--- config.mk ---
export PLATFORM = sky130hd
export DESIGN_NAME = modbus_port_cfg
export DESIGN_NICKNAME = d
export VERILOG_FILES = /design/src/common/modbus_cfg_pkg.sv /design/src/common/reply_buf_if.sv /design/src/modbus_port_cfg.sv /design/src/reply_buf.sv
export SDC_FILE = /design/constraint.sdc
export NUM_CORES = 1
export LEC_CHECK = 0
export ABC_CLOCK_PERIOD_IN_PS = 8100
export BUFFER_PORTS_ARGS = -buffer_cell sky130_fd_sc_hd__buf_2
export CAP_MARGIN = 20
export CELL_PAD_IN_SITES_DETAIL_PLACEMENT = 0
export CELL_PAD_IN_SITES_GLOBAL_PLACEMENT = 2
export CORE_AREA = 2 2 143 145
export CTS_BUF_LIST = sky130_fd_sc_hd__clkbuf_4 sky130_fd_sc_hd__clkbuf_8
export CTS_CLUSTER_DIAMETER = 120
export DETAILED_ROUTE_END_ITERATION = 8
export DIE_AREA = 0 0 145 147
export PLACE_DENSITY_LB_ADDON = 0.08
export SLEW_MARGIN = 20
export SYNTH_ARGS = -nofsm -noshare
export SYNTH_HDL_FRONTEND = slang
export SYNTH_HIERARCHICAL = 1
export SYNTH_SLANG_ARGS = --single-unit
--- constraint.sdc ---
create_clock -name ref_clk -period 8.1 [get_ports ref_clk]
set_clock_uncertainty 0.1 [all_clocks]
set_input_delay 0.81 -clock ref_clk [delete_from_list [all_inputs] [get_ports ref_clk]]
set_output_delay 0.81 -clock ref_clk [all_outputs]
set_load 0.01 [all_outputs]
--- src/common/modbus_cfg_pkg.sv ---
// Purpose: constants for the serial slave port configuration block
// Assumes: one clock, synchronous active-low reset
// Notes:   menu and parameter numbers held as 8-bit values
package modbus_cfg_pkg;
  // frame format setting layout and reset value
  localparam int          FMT_LEN_BIT    = 3;
  localparam int          FMT_MODE_BIT   = 2;
  localparam logic [3:0]  FORMAT_RESET   = 4'h0;
  // line rate code and station address
  localparam logic [3:0]  RATE_RESET     = 4'h6;
  localparam logic [3:0]  RATE_MAX       = 4'ha;
  localparam logic [7:0]  STATION_RESET  = 8'h01;
  localparam logic [7:0]  STATION_MAX    = 8'hf7;
  localparam logic [7:0]  BROADCAST      = 8'h00;
  // menu and parameter numbers of the port settings
  localparam logic [7:0]  SETTINGS_MENU  = 8'h0b;
  localparam logic [7:0]  RESTART_PARAM  = 8'h14;
  localparam logic [7:0]  STATION_PARAM  = 8'h17;
  localparam logic [7:0]  FORMAT_PARAM   = 8'h18;
  localparam logic [7:0]  RATE_PARAM     = 8'h19;
  // register number conversion limits
  localparam logic [16:0] STD_SCALE      = 17'h00064;
  localparam logic [16:0] STD_MENU_MAX   = 17'h000a2;
  localparam logic [16:0] MOD_MENU_MAX   = 17'h0003f;
  localparam logic [16:0] PARAM_LIMIT    = 17'h00063;
  // reply word: {format, rate, error, data}
  localparam int          RSP_W          = 25;

  // character framing held in the two low bits
  typedef enum logic [1:0] {
    two_stop_option    = 2'h0,
    no_parity_option   = 2'h1,
    even_parity_option = 2'h2,
    odd_parity_option  = 2'h3
  } framing_type;
endpackage

--- src/common/reply_buf_if.sv ---
// Purpose: carrier between the request logic and the reply buffer
// Assumes: valid/ready handshake on both sides
// Notes:   a word moves when valid and ready are both high
`timescale 1ns/1ps
interface reply_buf_if;
  logic                            in_valid;
  logic                            in_ready;
  logic [modbus_cfg_pkg::RSP_W-1:0] in_data;
  logic                            out_valid;
  logic                            out_ready;
  logic [modbus_cfg_pkg::RSP_W-1:0] out_data;
  modport fill  (output in_valid, input in_ready, output in_data,
                 input out_valid, output out_ready, input out_data);
  modport store (input in_valid, output in_ready, input in_data,
                 output out_valid, input out_ready, output out_data);
endinterface

--- src/modbus_port_cfg.sv ---
// Purpose: settings, addressing and reply path of the serial slave port
// Assumes: requests arrive already deframed, one per handshake
// Notes:   new settings wait in pending copies until a serial restart
`timescale 1ns/1ps
module modbus_port_cfg
(
  input  wire logic        ref_clk,
  input  wire logic        nrst,
  input  wire logic        req_valid,
  output logic             req_ready,
  input  wire logic [7:0]  req_station,
  input  wire logic        req_write,
  input  wire logic [15:0] req_register,
  input  wire logic [15:0] req_data,
  output logic             rsp_valid,
  input  wire logic        rsp_ready,
  output logic [15:0]      rsp_data,
  output logic             rsp_error,
  output logic [3:0]       rsp_format,
  output logic [3:0]       rsp_rate,
  output logic [3:0]       cfg_format,
  output logic [3:0]       cfg_rate,
  output logic [7:0]       cfg_station
);
  logic [3:0]  format_reg;
  logic [3:0]  rate_reg;
  logic [7:0]  station_reg;
  logic [3:0]  format_active_reg;
  logic [3:0]  rate_active_reg;
  logic [7:0]  station_active_reg;
  logic        take;
  logic        own;
  logic        bcast;
  logic        exec_write;
  logic [16:0] dec;
  logic        dec_ok;
  logic        hit_format;
  logic        hit_rate;
  logic        hit_station;
  logic        hit_restart;
  logic        bad_value;
  logic        restart_fire;
  logic [15:0] rd_data;
  logic        rsp_err;

  reply_buf_if rb ();

  // register number to {ok, menu, param}
  function automatic logic [16:0] decode_register(input logic [15:0] reg_num, input logic modified);
    logic [16:0] addr;
    logic [16:0] menu;
    logic [16:0] param;
    logic        ok;
    addr = {1'b0, reg_num} + 17'h00001;
    if (modified)
    begin
      menu  = addr >> 8;
      param = {9'h000, addr[7:0]};
      ok    = (menu <= modbus_cfg_pkg::MOD_MENU_MAX);
    end
    else
    begin
      menu  = addr / modbus_cfg_pkg::STD_SCALE;
      param = addr % modbus_cfg_pkg::STD_SCALE;
      ok    = (menu <= modbus_cfg_pkg::STD_MENU_MAX);
    end
    if ((menu > modbus_cfg_pkg::MOD_MENU_MAX) && (param > modbus_cfg_pkg::PARAM_LIMIT))
      ok = 1'b0;
    return {ok, menu[7:0], param[7:0]};
  endfunction

  // request acceptance and station matching
  assign req_ready  = rb.in_ready;
  assign take       = req_valid && rb.in_ready;
  assign own        = (req_station == station_active_reg);
  assign bcast      = (req_station == modbus_cfg_pkg::BROADCAST);
  assign exec_write = take && req_write && (own || bcast);

  // numbering scheme follows the active mode bit
  assign dec         = decode_register(req_register, format_active_reg[modbus_cfg_pkg::FMT_MODE_BIT]);
  assign dec_ok      = dec[16];
  assign hit_format  = dec_ok && (dec[15:8] == modbus_cfg_pkg::SETTINGS_MENU)
                       && (dec[7:0] == modbus_cfg_pkg::FORMAT_PARAM);
  assign hit_rate    = dec_ok && (dec[15:8] == modbus_cfg_pkg::SETTINGS_MENU)
                       && (dec[7:0] == modbus_cfg_pkg::RATE_PARAM);
  assign hit_station = dec_ok && (dec[15:8] == modbus_cfg_pkg::SETTINGS_MENU)
                       && (dec[7:0] == modbus_cfg_pkg::STATION_PARAM);
  assign hit_restart = dec_ok && (dec[15:8] == modbus_cfg_pkg::SETTINGS_MENU)
                       && (dec[7:0] == modbus_cfg_pkg::RESTART_PARAM);
  assign restart_fire = exec_write && hit_restart && (req_data != 16'h0000);

  // value checks on writes
  always_comb
  begin
    bad_value = 1'b0;
    if (req_write && hit_rate && (req_data > {12'h000, modbus_cfg_pkg::RATE_MAX}))
      bad_value = 1'b1;
    if (req_write && hit_station && ((req_data == 16'h0000)
        || (req_data > {8'h00, modbus_cfg_pkg::STATION_MAX})))
      bad_value = 1'b1;
  end

  // pending settings, written by the master
  always_ff @(posedge ref_clk)
  begin
    if (!nrst)
    begin
      format_reg  <= modbus_cfg_pkg::FORMAT_RESET;
      rate_reg    <= modbus_cfg_pkg::RATE_RESET;
      station_reg <= modbus_cfg_pkg::STATION_RESET;
    end
    else if (exec_write && !bad_value)
    begin
      if (hit_format)
        format_reg <= {1'b0, req_data[2:0]};
      if (hit_rate)
        rate_reg <= req_data[3:0];
      if (hit_station)
        station_reg <= req_data[7:0];
    end
  end

  // active settings change only on restart, all at once
  always_ff @(posedge ref_clk)
  begin
    if (!nrst)
    begin
      format_active_reg  <= modbus_cfg_pkg::FORMAT_RESET;
      rate_active_reg    <= modbus_cfg_pkg::RATE_RESET;
      station_active_reg <= modbus_cfg_pkg::STATION_RESET;
    end
    else if (restart_fire)
    begin
      format_active_reg  <= format_reg;
      rate_active_reg    <= rate_reg;
      station_active_reg <= station_reg;
    end
  end

  // read data and error flag
  always_comb
  begin
    rd_data = 16'h0000;
    rsp_err = 1'b0;
    if (hit_format)
      rd_data = {12'h000, format_reg};
    else if (hit_rate)
      rd_data = {12'h000, rate_reg};
    else if (hit_station)
      rd_data = {8'h00, station_reg};
    else if (!hit_restart)
      rsp_err = 1'b1;
    if (bad_value)
      rsp_err = 1'b1;
  end

  // replies only to own-station requests, framed with the settings in force
  assign rb.in_valid  = take && own;
  assign rb.in_data   = {format_active_reg, rate_active_reg, rsp_err, rd_data};
  assign rb.out_ready = rsp_ready;

  reply_buf u_buf
  (
    .ref_clk (ref_clk),
    .nrst    (nrst),
    .bus     (rb)
  );

  // outputs
  assign rsp_valid   = rb.out_valid;
  assign rsp_format  = rb.out_data[24:21];
  assign rsp_rate    = rb.out_data[20:17];
  assign rsp_error   = rb.out_data[16];
  assign rsp_data    = rb.out_data[15:0];
  assign cfg_format  = format_active_reg;
  assign cfg_rate    = rate_active_reg;
  assign cfg_station = station_active_reg;
endmodule

--- src/reply_buf.sv ---
// Purpose: two-entry reply buffer
// Assumes: synchronous active-low reset
// Notes:   full and empty are exact; a full buffer drops ready
`timescale 1ns/1ps
module reply_buf
(
  input wire logic   ref_clk,
  input wire logic   nrst,
  reply_buf_if.store bus
);
  logic [modbus_cfg_pkg::RSP_W-1:0] mem_reg [2];
  logic                             wr_ptr_reg;
  logic                             rd_ptr_reg;
  logic [1:0]                       count_reg;
  logic                             push;
  logic                             pop;

  // handshake and occupancy
  assign bus.in_ready  = (count_reg != 2'h2);
  assign bus.out_valid = (count_reg != 2'h0);
  assign bus.out_data  = mem_reg[rd_ptr_reg];
  assign push          = bus.in_valid && bus.in_ready;
  assign pop           = bus.out_valid && bus.out_ready;

  // storage
  always_ff @(posedge ref_clk)
  begin
    if (push)
      mem_reg[wr_ptr_reg] <= bus.in_data;
  end

  // pointers and count
  always_ff @(posedge ref_clk)
  begin
    if (!nrst)
    begin
      wr_ptr_reg <= 1'b0;
      rd_ptr_reg <= 1'b0;
      count_reg  <= 2'h0;
    end
    else
    begin
      if (push)
        wr_ptr_reg <= ~wr_ptr_reg;
      if (pop)
        rd_ptr_reg <= ~rd_ptr_reg;
      if (push && !pop)
        count_reg <= count_reg + 2'h1;
      else if (pop && !push)
        count_reg <= count_reg - 2'h1;
    end
  end
endmodule

## After elaboration in Yosys (flattened, before gate mapping)

Memories as Yosys holds them, arrays and structs flattened. A register that Yosys moved wholly into a read port is not among the register bits.
Cells that the tools add are included.

- Bits in writable memories: 32
- Memories: 1
- Word-level logic and storage cells: 84
- Flip-flop bits (word level): 34

Memories:

| memory | words | bits a word | rd ports | clocked after Yosys merged registers in | write ports | line | RTL |
|---|---|---|---|---|---|---|---|
| u_buf.mem_reg | 2 | 16 | 1 | 1 | 1 | reply_buf.sv:11 | `logic [modbus_cfg_pkg::RSP_W-1:0] mem_reg [2];` |

- Bitwise gates (word level): 2
- Divide/modulo/power cells: 2
- Reduce and logical (&&, ||, !) cells: 34
- Add/subtract/negate cells: 3
- Muxes and demuxes: 20
- Equality and inequality tests: 7
- Magnitude comparators: 6

Operators by type and width:

| kind | number |
|---|---|
| two-way mux 17 bit | 2 |
| == test 8 x 5 -> 1 bit, second input constant | 4 |
| two-way mux 8 bit | 3 |
| logical AND 1 bit | 21 |
| adder 16 x 1 -> 17 bit, second input constant | 1 |
| divider 17 x 7 -> 17 bit, second input constant | 1 |
| > comparator 17 x 6 -> 1 bit, second input constant | 1 |
| > comparator 17 x 7 -> 1 bit, second input constant | 1 |
| <= comparator 17 x 8 -> 1 bit, second input constant | 1 |
| modulo 17 x 7 -> 17 bit, second input constant | 1 |
| > comparator 16 x 4 -> 1 bit, second input constant | 1 |
| > comparator 16 x 8 -> 1 bit, second input constant | 1 |
| logical NOT 16 bit | 1 |
| nonzero test 16 bit | 1 |
| two-way mux 1 bit | 13 |
| <= comparator 9 x 6 -> 1 bit, second input constant | 1 |
| == test 8 x 4 -> 1 bit, second input constant | 1 |
| == test 8 bit | 1 |
| logical NOT 8 bit | 1 |
| AND reduction 2 bit | 3 |
| two-way mux 2 bit | 2 |
| nonzero test 2 bit | 2 |
| logical NOT 1 bit | 3 |
| adder 2 x 1 -> 2 bit, second input constant | 1 |
| other kinds (4) | 6 |

## Depth between registers and ports, before layout

- Depth in word-level cells: 15
- Gate-level depth with buffers: 33
- Mapped depth without buffers: 26

## Cells and area by module

Netlist, hierarchy kept.

Modules (own cells, without submodules):

| module | seq. area each (µm²) | times used | cells each | area an instance (µm²) |
|---|---|---|---|---|
| modbus_port_cfg | 600.6 | 1 | 613 | 4,598.2 |
| reply_buf | 1,601.5 | 1 | 102 | 2,043.2 |

## Worst setup path before layout

OpenSTA, ideal clock, no wires.

- Path type: input port to flip-flop
- From: in req_register[0]
- To: reg format_active_reg[2] (netlist: cfg_format[2])
- Stages on the path: 30
- Buffers on the path: 4
- Data arrival time: 8.435 ns
- Data required time: 7.928 ns
- Slack: -0.507 ns
- Cell sequence: ha_1 buf_2 nand4_2 or4_4 xor2_1 o21ai_0 nor4_2 nor2_1 o311ai_2 a221oi_1 nor2_1 o32ai_4 xnor2_2 or4_1 and3_1 buf_6 a2111o_1 o311ai_2 buf_6 nand3_2 a211o_1 nand4_1 o2111ai_1 a31oi_4 mux2i_1 mux2_2 a2111o_1 nor4b_4 buf_6 mux2i_1

- Longest elaborated chain between the ends: 10

RTL lines:

| element | line | RTL |
|---|---|---|
| start: declaration | modbus_port_cfg.sv:13 | `input wire logic [15:0] req_register,` |
| adder 16 x 1 -> 17 bit (*) | modbus_port_cfg.sv:54 | `addr = {1'b0, reg_num} + 17'h00001;` |
| divider 17 x 7 -> 17 bit / modulo 17 x 7 -> 17 bit (equally long branches) | modbus_port_cfg.sv:63, modbus_port_cfg.sv:64 |  |
| two-way mux 17 bit | modbus_port_cfg.sv:55 | `if (modified)` |
| > comparator 17 x 6 -> 1 bit / > comparator 17 x 7 -> 1 bit (equally long branches) | modbus_port_cfg.sv:67 | `if ((menu > modbus_cfg_pkg::MOD_MENU_MAX) && (param > modbus_cfg_pkg::PARAM_LIMIT))` |
| logical AND 1 bit | modbus_port_cfg.sv:67 |  |
| two-way mux 1 bit | modbus_port_cfg.sv:67 |  |
| logical AND 1 bit | modbus_port_cfg.sv:88 | `assign hit_restart = dec_ok && (dec[15:8] == modbus_cfg_pkg::SETTINGS_MENU)` |
| logical AND 1 bit (*) | modbus_port_cfg.sv:89 | `&& (dec[7:0] == modbus_cfg_pkg::RESTART_PARAM);` |
| logical AND 1 bit (*) (2 in series) | modbus_port_cfg.sv:90 | `assign restart_fire = exec_write && hit_restart && (req_data != 16'h0000);` |
| end signal: assignment | modbus_port_cfg.sv:128 | `format_active_reg <= modbus_cfg_pkg::FORMAT_RESET;` |
| end signal: assignment | modbus_port_cfg.sv:134 | `format_active_reg <= format_reg;` |
| end: declaration | modbus_port_cfg.sv:28 | `logic [3:0] format_active_reg;` |

Every way passes the cells marked *; elsewhere a longest branch is shown, timed or not.
A chain may end at the register's enable or synchronous reset.

## Final worst setup path

- From: in req_register[10]
- To: reg rate_reg[0]

- Longest elaborated chain between the ends: 15

RTL lines:

| element | line | RTL |
|---|---|---|
| adder 16 x 1 -> 17 bit (*) | modbus_port_cfg.sv:54 |  |
| divider 17 x 7 -> 17 bit / modulo 17 x 7 -> 17 bit (equally long branches) | modbus_port_cfg.sv:63, modbus_port_cfg.sv:64 |  |
| two-way mux 17 bit | modbus_port_cfg.sv:55 |  |
| > comparator 17 x 6 -> 1 bit / > comparator 17 x 7 -> 1 bit (equally long branches) | modbus_port_cfg.sv:67 |  |
| logical AND 1 bit | modbus_port_cfg.sv:67 |  |
| two-way mux 1 bit | modbus_port_cfg.sv:67 |  |
| logical AND 1 bit | modbus_port_cfg.sv:84, modbus_port_cfg.sv:86 |  |
| logical AND 1 bit | modbus_port_cfg.sv:85 | `&& (dec[7:0] == modbus_cfg_pkg::RATE_PARAM);` |
| logical AND 1 bit (2 in series) | modbus_port_cfg.sv:96 | `if (req_write && hit_rate && (req_data > {12'h000, modbus_cfg_pkg::RATE_MAX}))` |
| two-way mux 1 bit | modbus_port_cfg.sv:96 |  |
| two-way mux 1 bit | modbus_port_cfg.sv:98 | `if (req_write && hit_station && ((req_data == 16'h0000)` |
| logical NOT 1 bit | modbus_port_cfg.sv:112 | `else if (exec_write && !bad_value)` |
| logical AND 1 bit | modbus_port_cfg.sv:112 |  |
| AND reduction 2 bit (no line) (*) | -- |  |
| end signal: assignment | modbus_port_cfg.sv:109 | `rate_reg <= modbus_cfg_pkg::RATE_RESET;` |
| end signal: assignment | modbus_port_cfg.sv:117 | `rate_reg <= req_data[3:0];` |
| end: declaration | modbus_port_cfg.sv:26 | `logic [3:0] rate_reg;` |

Marked as above.

==> key figures <==
Die
  • Initial Utilization: 0.335
  • # rows: 52
  • Die Area: 0.0213 sq mm
  • Core footprint: slightly below 0.02 sq mm
  • I/O pins: a little under 90
  • Die Width: about 150 um
  • Die H: 147 um

Clock tree
  • Clock root cell: clkbuf_8
  • Worst-Skew Late Latency: 0.35 ns
  • H-tree depth: 3
  • Clock-pin slew on the worst setup and hold paths: 0.08 ns
  • CTS buffer count: 9
  • CTS Sinks: 85
  • CTS tree: yes
  • Clk buf depth: 2

Finish
  • Final Cell Area: 0.0106 sq mm
  • Ant. Diodes: 0
  • Layout area overhead: 59.3%
  • Share of cells above drive strength 1: 0.532
  • Max FFs per register: 50
  • Nets: 1112

STA
  • Relative slew slack: 0.303
  • Tmin final: 8.10 ns
  • Slew @ Worst Pin: 1.04 ns
  • RSZ-0062 raised after global routing: yes
  • Final Max Slew Viols: 0
  • Final period utilization: 1.00
  • Setup slack after layout: 0.00248 ns
  • F_max: 0.123 GHz
  • Hold Violations, Final: 0
  • Setup-failing EPs final: 0

GRT
  • Pin count of the biggest net entering global routing: 47
  • Total track usage: 0.203
  • Vias in the first global route: 7086
  • Antenna violations before repair: 1
  • First-pass GRT wire length: 35.6 mm
  • GR Overflow Total: 0

Power and ir drop
  • Switching portion of total power: 0.412
  • Lkg Pwr: 4.14 nW
  • Power share of the clock group: 0.107
  • Logic pwr share: 0.705
  • Pint: 0.00145 W
  • Peak supply drop: 172 uV
  • Net Sw Power: slightly above 0.001 W
  • Sequential share of power: 0.188
  • Power density cells: 233 mW/mm^2

Logic synthesis
  • Fraction of registers with async set/reset: 0
  • Top FF cell, synth: edfxtp_1
  • Number of synthesis warnings: 6
  • Cell Area, Synth: 0.00664 sq mm
  • Synthesized area per cell: 9.29 sq um
  • Post-synth EDFFs: 50
  • Register area share after synthesis: 0.332
  • Synth area leaders: edfxtp_1, dfxtp_1, mux2i_1
  • Syn Inst Count: 715
  • #FFs+latches synth: between 80 and 90
  • Yosys top cell by area: edfxtp_1
  • Synth top area share: 0.226
  • Distinct cells, synth: 100

Setup path
  • Critical path's largest stage delay: about 0.58 ns
  • Required time of the critical path: 8.28 ns
  • Worst setup SP type: input pin
  • Critical path's most frequent cell: buf_4
  • Crit Path Class: input pin to flip-flop
  • Slowest cell on crit path: a2111o_1
  • Endpoint class of the critical path: flip-flop
  • Data arrival, critical path: 8.28 ns
  • CP max FO: 4

Detailed routing
  • 1st-pass router iterations: 5
  • Drc violations: 0
  • Max layer used: met4
  • Final WL: 22.7 mm
  • Met2 wirelength from detailed routing: 12.0 mm
  • Via density: 5.24
  • Metal-1 WL: approximately 9.6 mm
  • Number of DRC markers in iteration 0: 286
  • Total number of vias: between 7000 and 8000
  • Detail Route Antenna Nets: 0
  • Met3 wire len: around 680 um
  • Drt wl/cell: 16.9 um

Place
  • Port Buffers: 86
  • Dpl ws: -0.792 ns
  • Post-DP Area: 0.00910 sq mm
  • Placer Congestion: 0.900
  • Post-DP HPWL: 17.1 mm

Worst hold path
  • HP Class: flip-flop to flip-flop

Flow run
  • Max-cap violations: 0

Outcome
  • Run status: complete, no violations
final timing paths:
kind,startpoint,endpoint,slack (ns),cells past startpoint
worst min register to register,cfg_rate[2]$_SDFFE_PN1P_,u_buf/mem_reg[0][19]$_DFFE_PP_,0.39,0
worst max register to register,cfg_format[2]$_SDFFE_PN0P_,rate_reg[0]$_SDFFE_PN0P_,4.91,11
worst max-delay path,req_register[10],rate_reg[0]$_SDFFE_PN0P_,0.002,34
worst min-delay path,cfg_rate[2]$_SDFFE_PN1P_,u_buf/mem_reg[0][19]$_DFFE_PP_,0.39,0
layer usage:
metal	GRT usage	up-vias
li1	-	3471
met1	0.244	3369
met2	0.383	140
met3	0.0233	30
met4	0.0520	0
met5	0	-
synthesized netlist by cell type (all sizes together), types with 4 or more instances:
cell type / instances
a211oi: 15
a21boi: 4
a21o: 4
a21oi: 23
a311oi: 4
a31oi: 16
a32oi: 6
and2: 17
and3: 14
buf: 20
clkbuf: 11
dfxtp: 35
edfxtp: 50
ha: 5
inv: 13
mux2: 28
mux2i: 34
nand2: 71
nand3: 40
nand4: 23
nor2: 42
nor2b: 9
nor3: 28
nor4: 18
o2111ai: 5
o211ai: 13
o21a: 4
o21ai: 23
o22ai: 5
o31a: 6
o31ai: 7
o32ai: 4
or2: 12
or3: 5
or4: 6
xnor2: 24
xor2: 14
power by group through the flow:
stage          sequential (W)  clock, W  combinational [W]
3_5_place_dp         0.000473         0            0.00133
2_1_floorplan        0.000467         0           0.000753
4_1_cts              0.000463  0.000272            0.00151
5_1_grt              0.000465  0.000288            0.00186
3_3_place_gp         0.000473         0            0.00132
6_report             0.000463  0.000263            0.00174
cell families after synthesis:
family | synth area share
and+or+nand+nor | 0.256
AOI/OAI and AO/OA | 0.219
DFF | 0.332
muxes | 0.0993
buffers and inverters | 0.0328
xor gates and xnor gates | 0.0512
adders and majority gates | 0.00942
other | 0.000565
repair_timing:
action / 4_1_cts / 5_1_grt
pin swaps: 40 / 50
buffers inserted: 30 / 29
resized for setup: 67 / 117
cloned: 0 / 1
setup endpoints to repair: 48 / 48
hold buffers: 0 / 0
hold endpoints to repair: 0 / 0
placed cells by master (no fill, tap or decap), types with 13 or more instances in the layout:
master and instances:
nor3_1 13, buf_6 22, nand4_1 20, mux2_2 25
edfxtp_1 50, mux2i_1 30, buf_2 77, xnor2_1 20
nor2_1 29, inv_1 13, nand2_1 68, nand3_1 32
dfxtp_1 34, buf_4 244, conb_1 19
through the flow:
stage | total power, W | TNS, ns | cells | util | hold WS (ns)
after CTS | 0.00224 | 0 | 1307 | 0.495 | 0.393
after floorplan | 0.00122 | -1.48 | 733 | - | 0.353
after detailed placement | 0.00181 | -33.36 | 1261 | 0.459 | 0.373
after global placement | 0.00180 | -29.85 | 1261 | 0.459 | 0.372
after global routing | 0.00261 | -9.24 | 1337 | 0.533 | 0.425
final | 0.00246 | 0 | 1337 | 0.533 | 0.388
worst max-delay path: cells and delay by family:
family | cells | cell delay [ns]
AOI/OAI and AO/OA | 12 | 3.07
xor gates and xnor gates | 1 | 0.22
buffers and inverters | 9 | 1.33
and+or+nand+nor | 11 | 2.63
muxes | 1 | 0.19
area by class of cell:
class                      instances  area [sq um]
clock buffer                       9           124
clock inverter                     7          47.5
fill                            1806          9260
inverter                          13          48.8
multi-input combinational        604          5260
sequential                        85          2200
tap                              270           338
timing repair buffer             349          2560
Note: power is estimated with default switching activity, not from simulation.
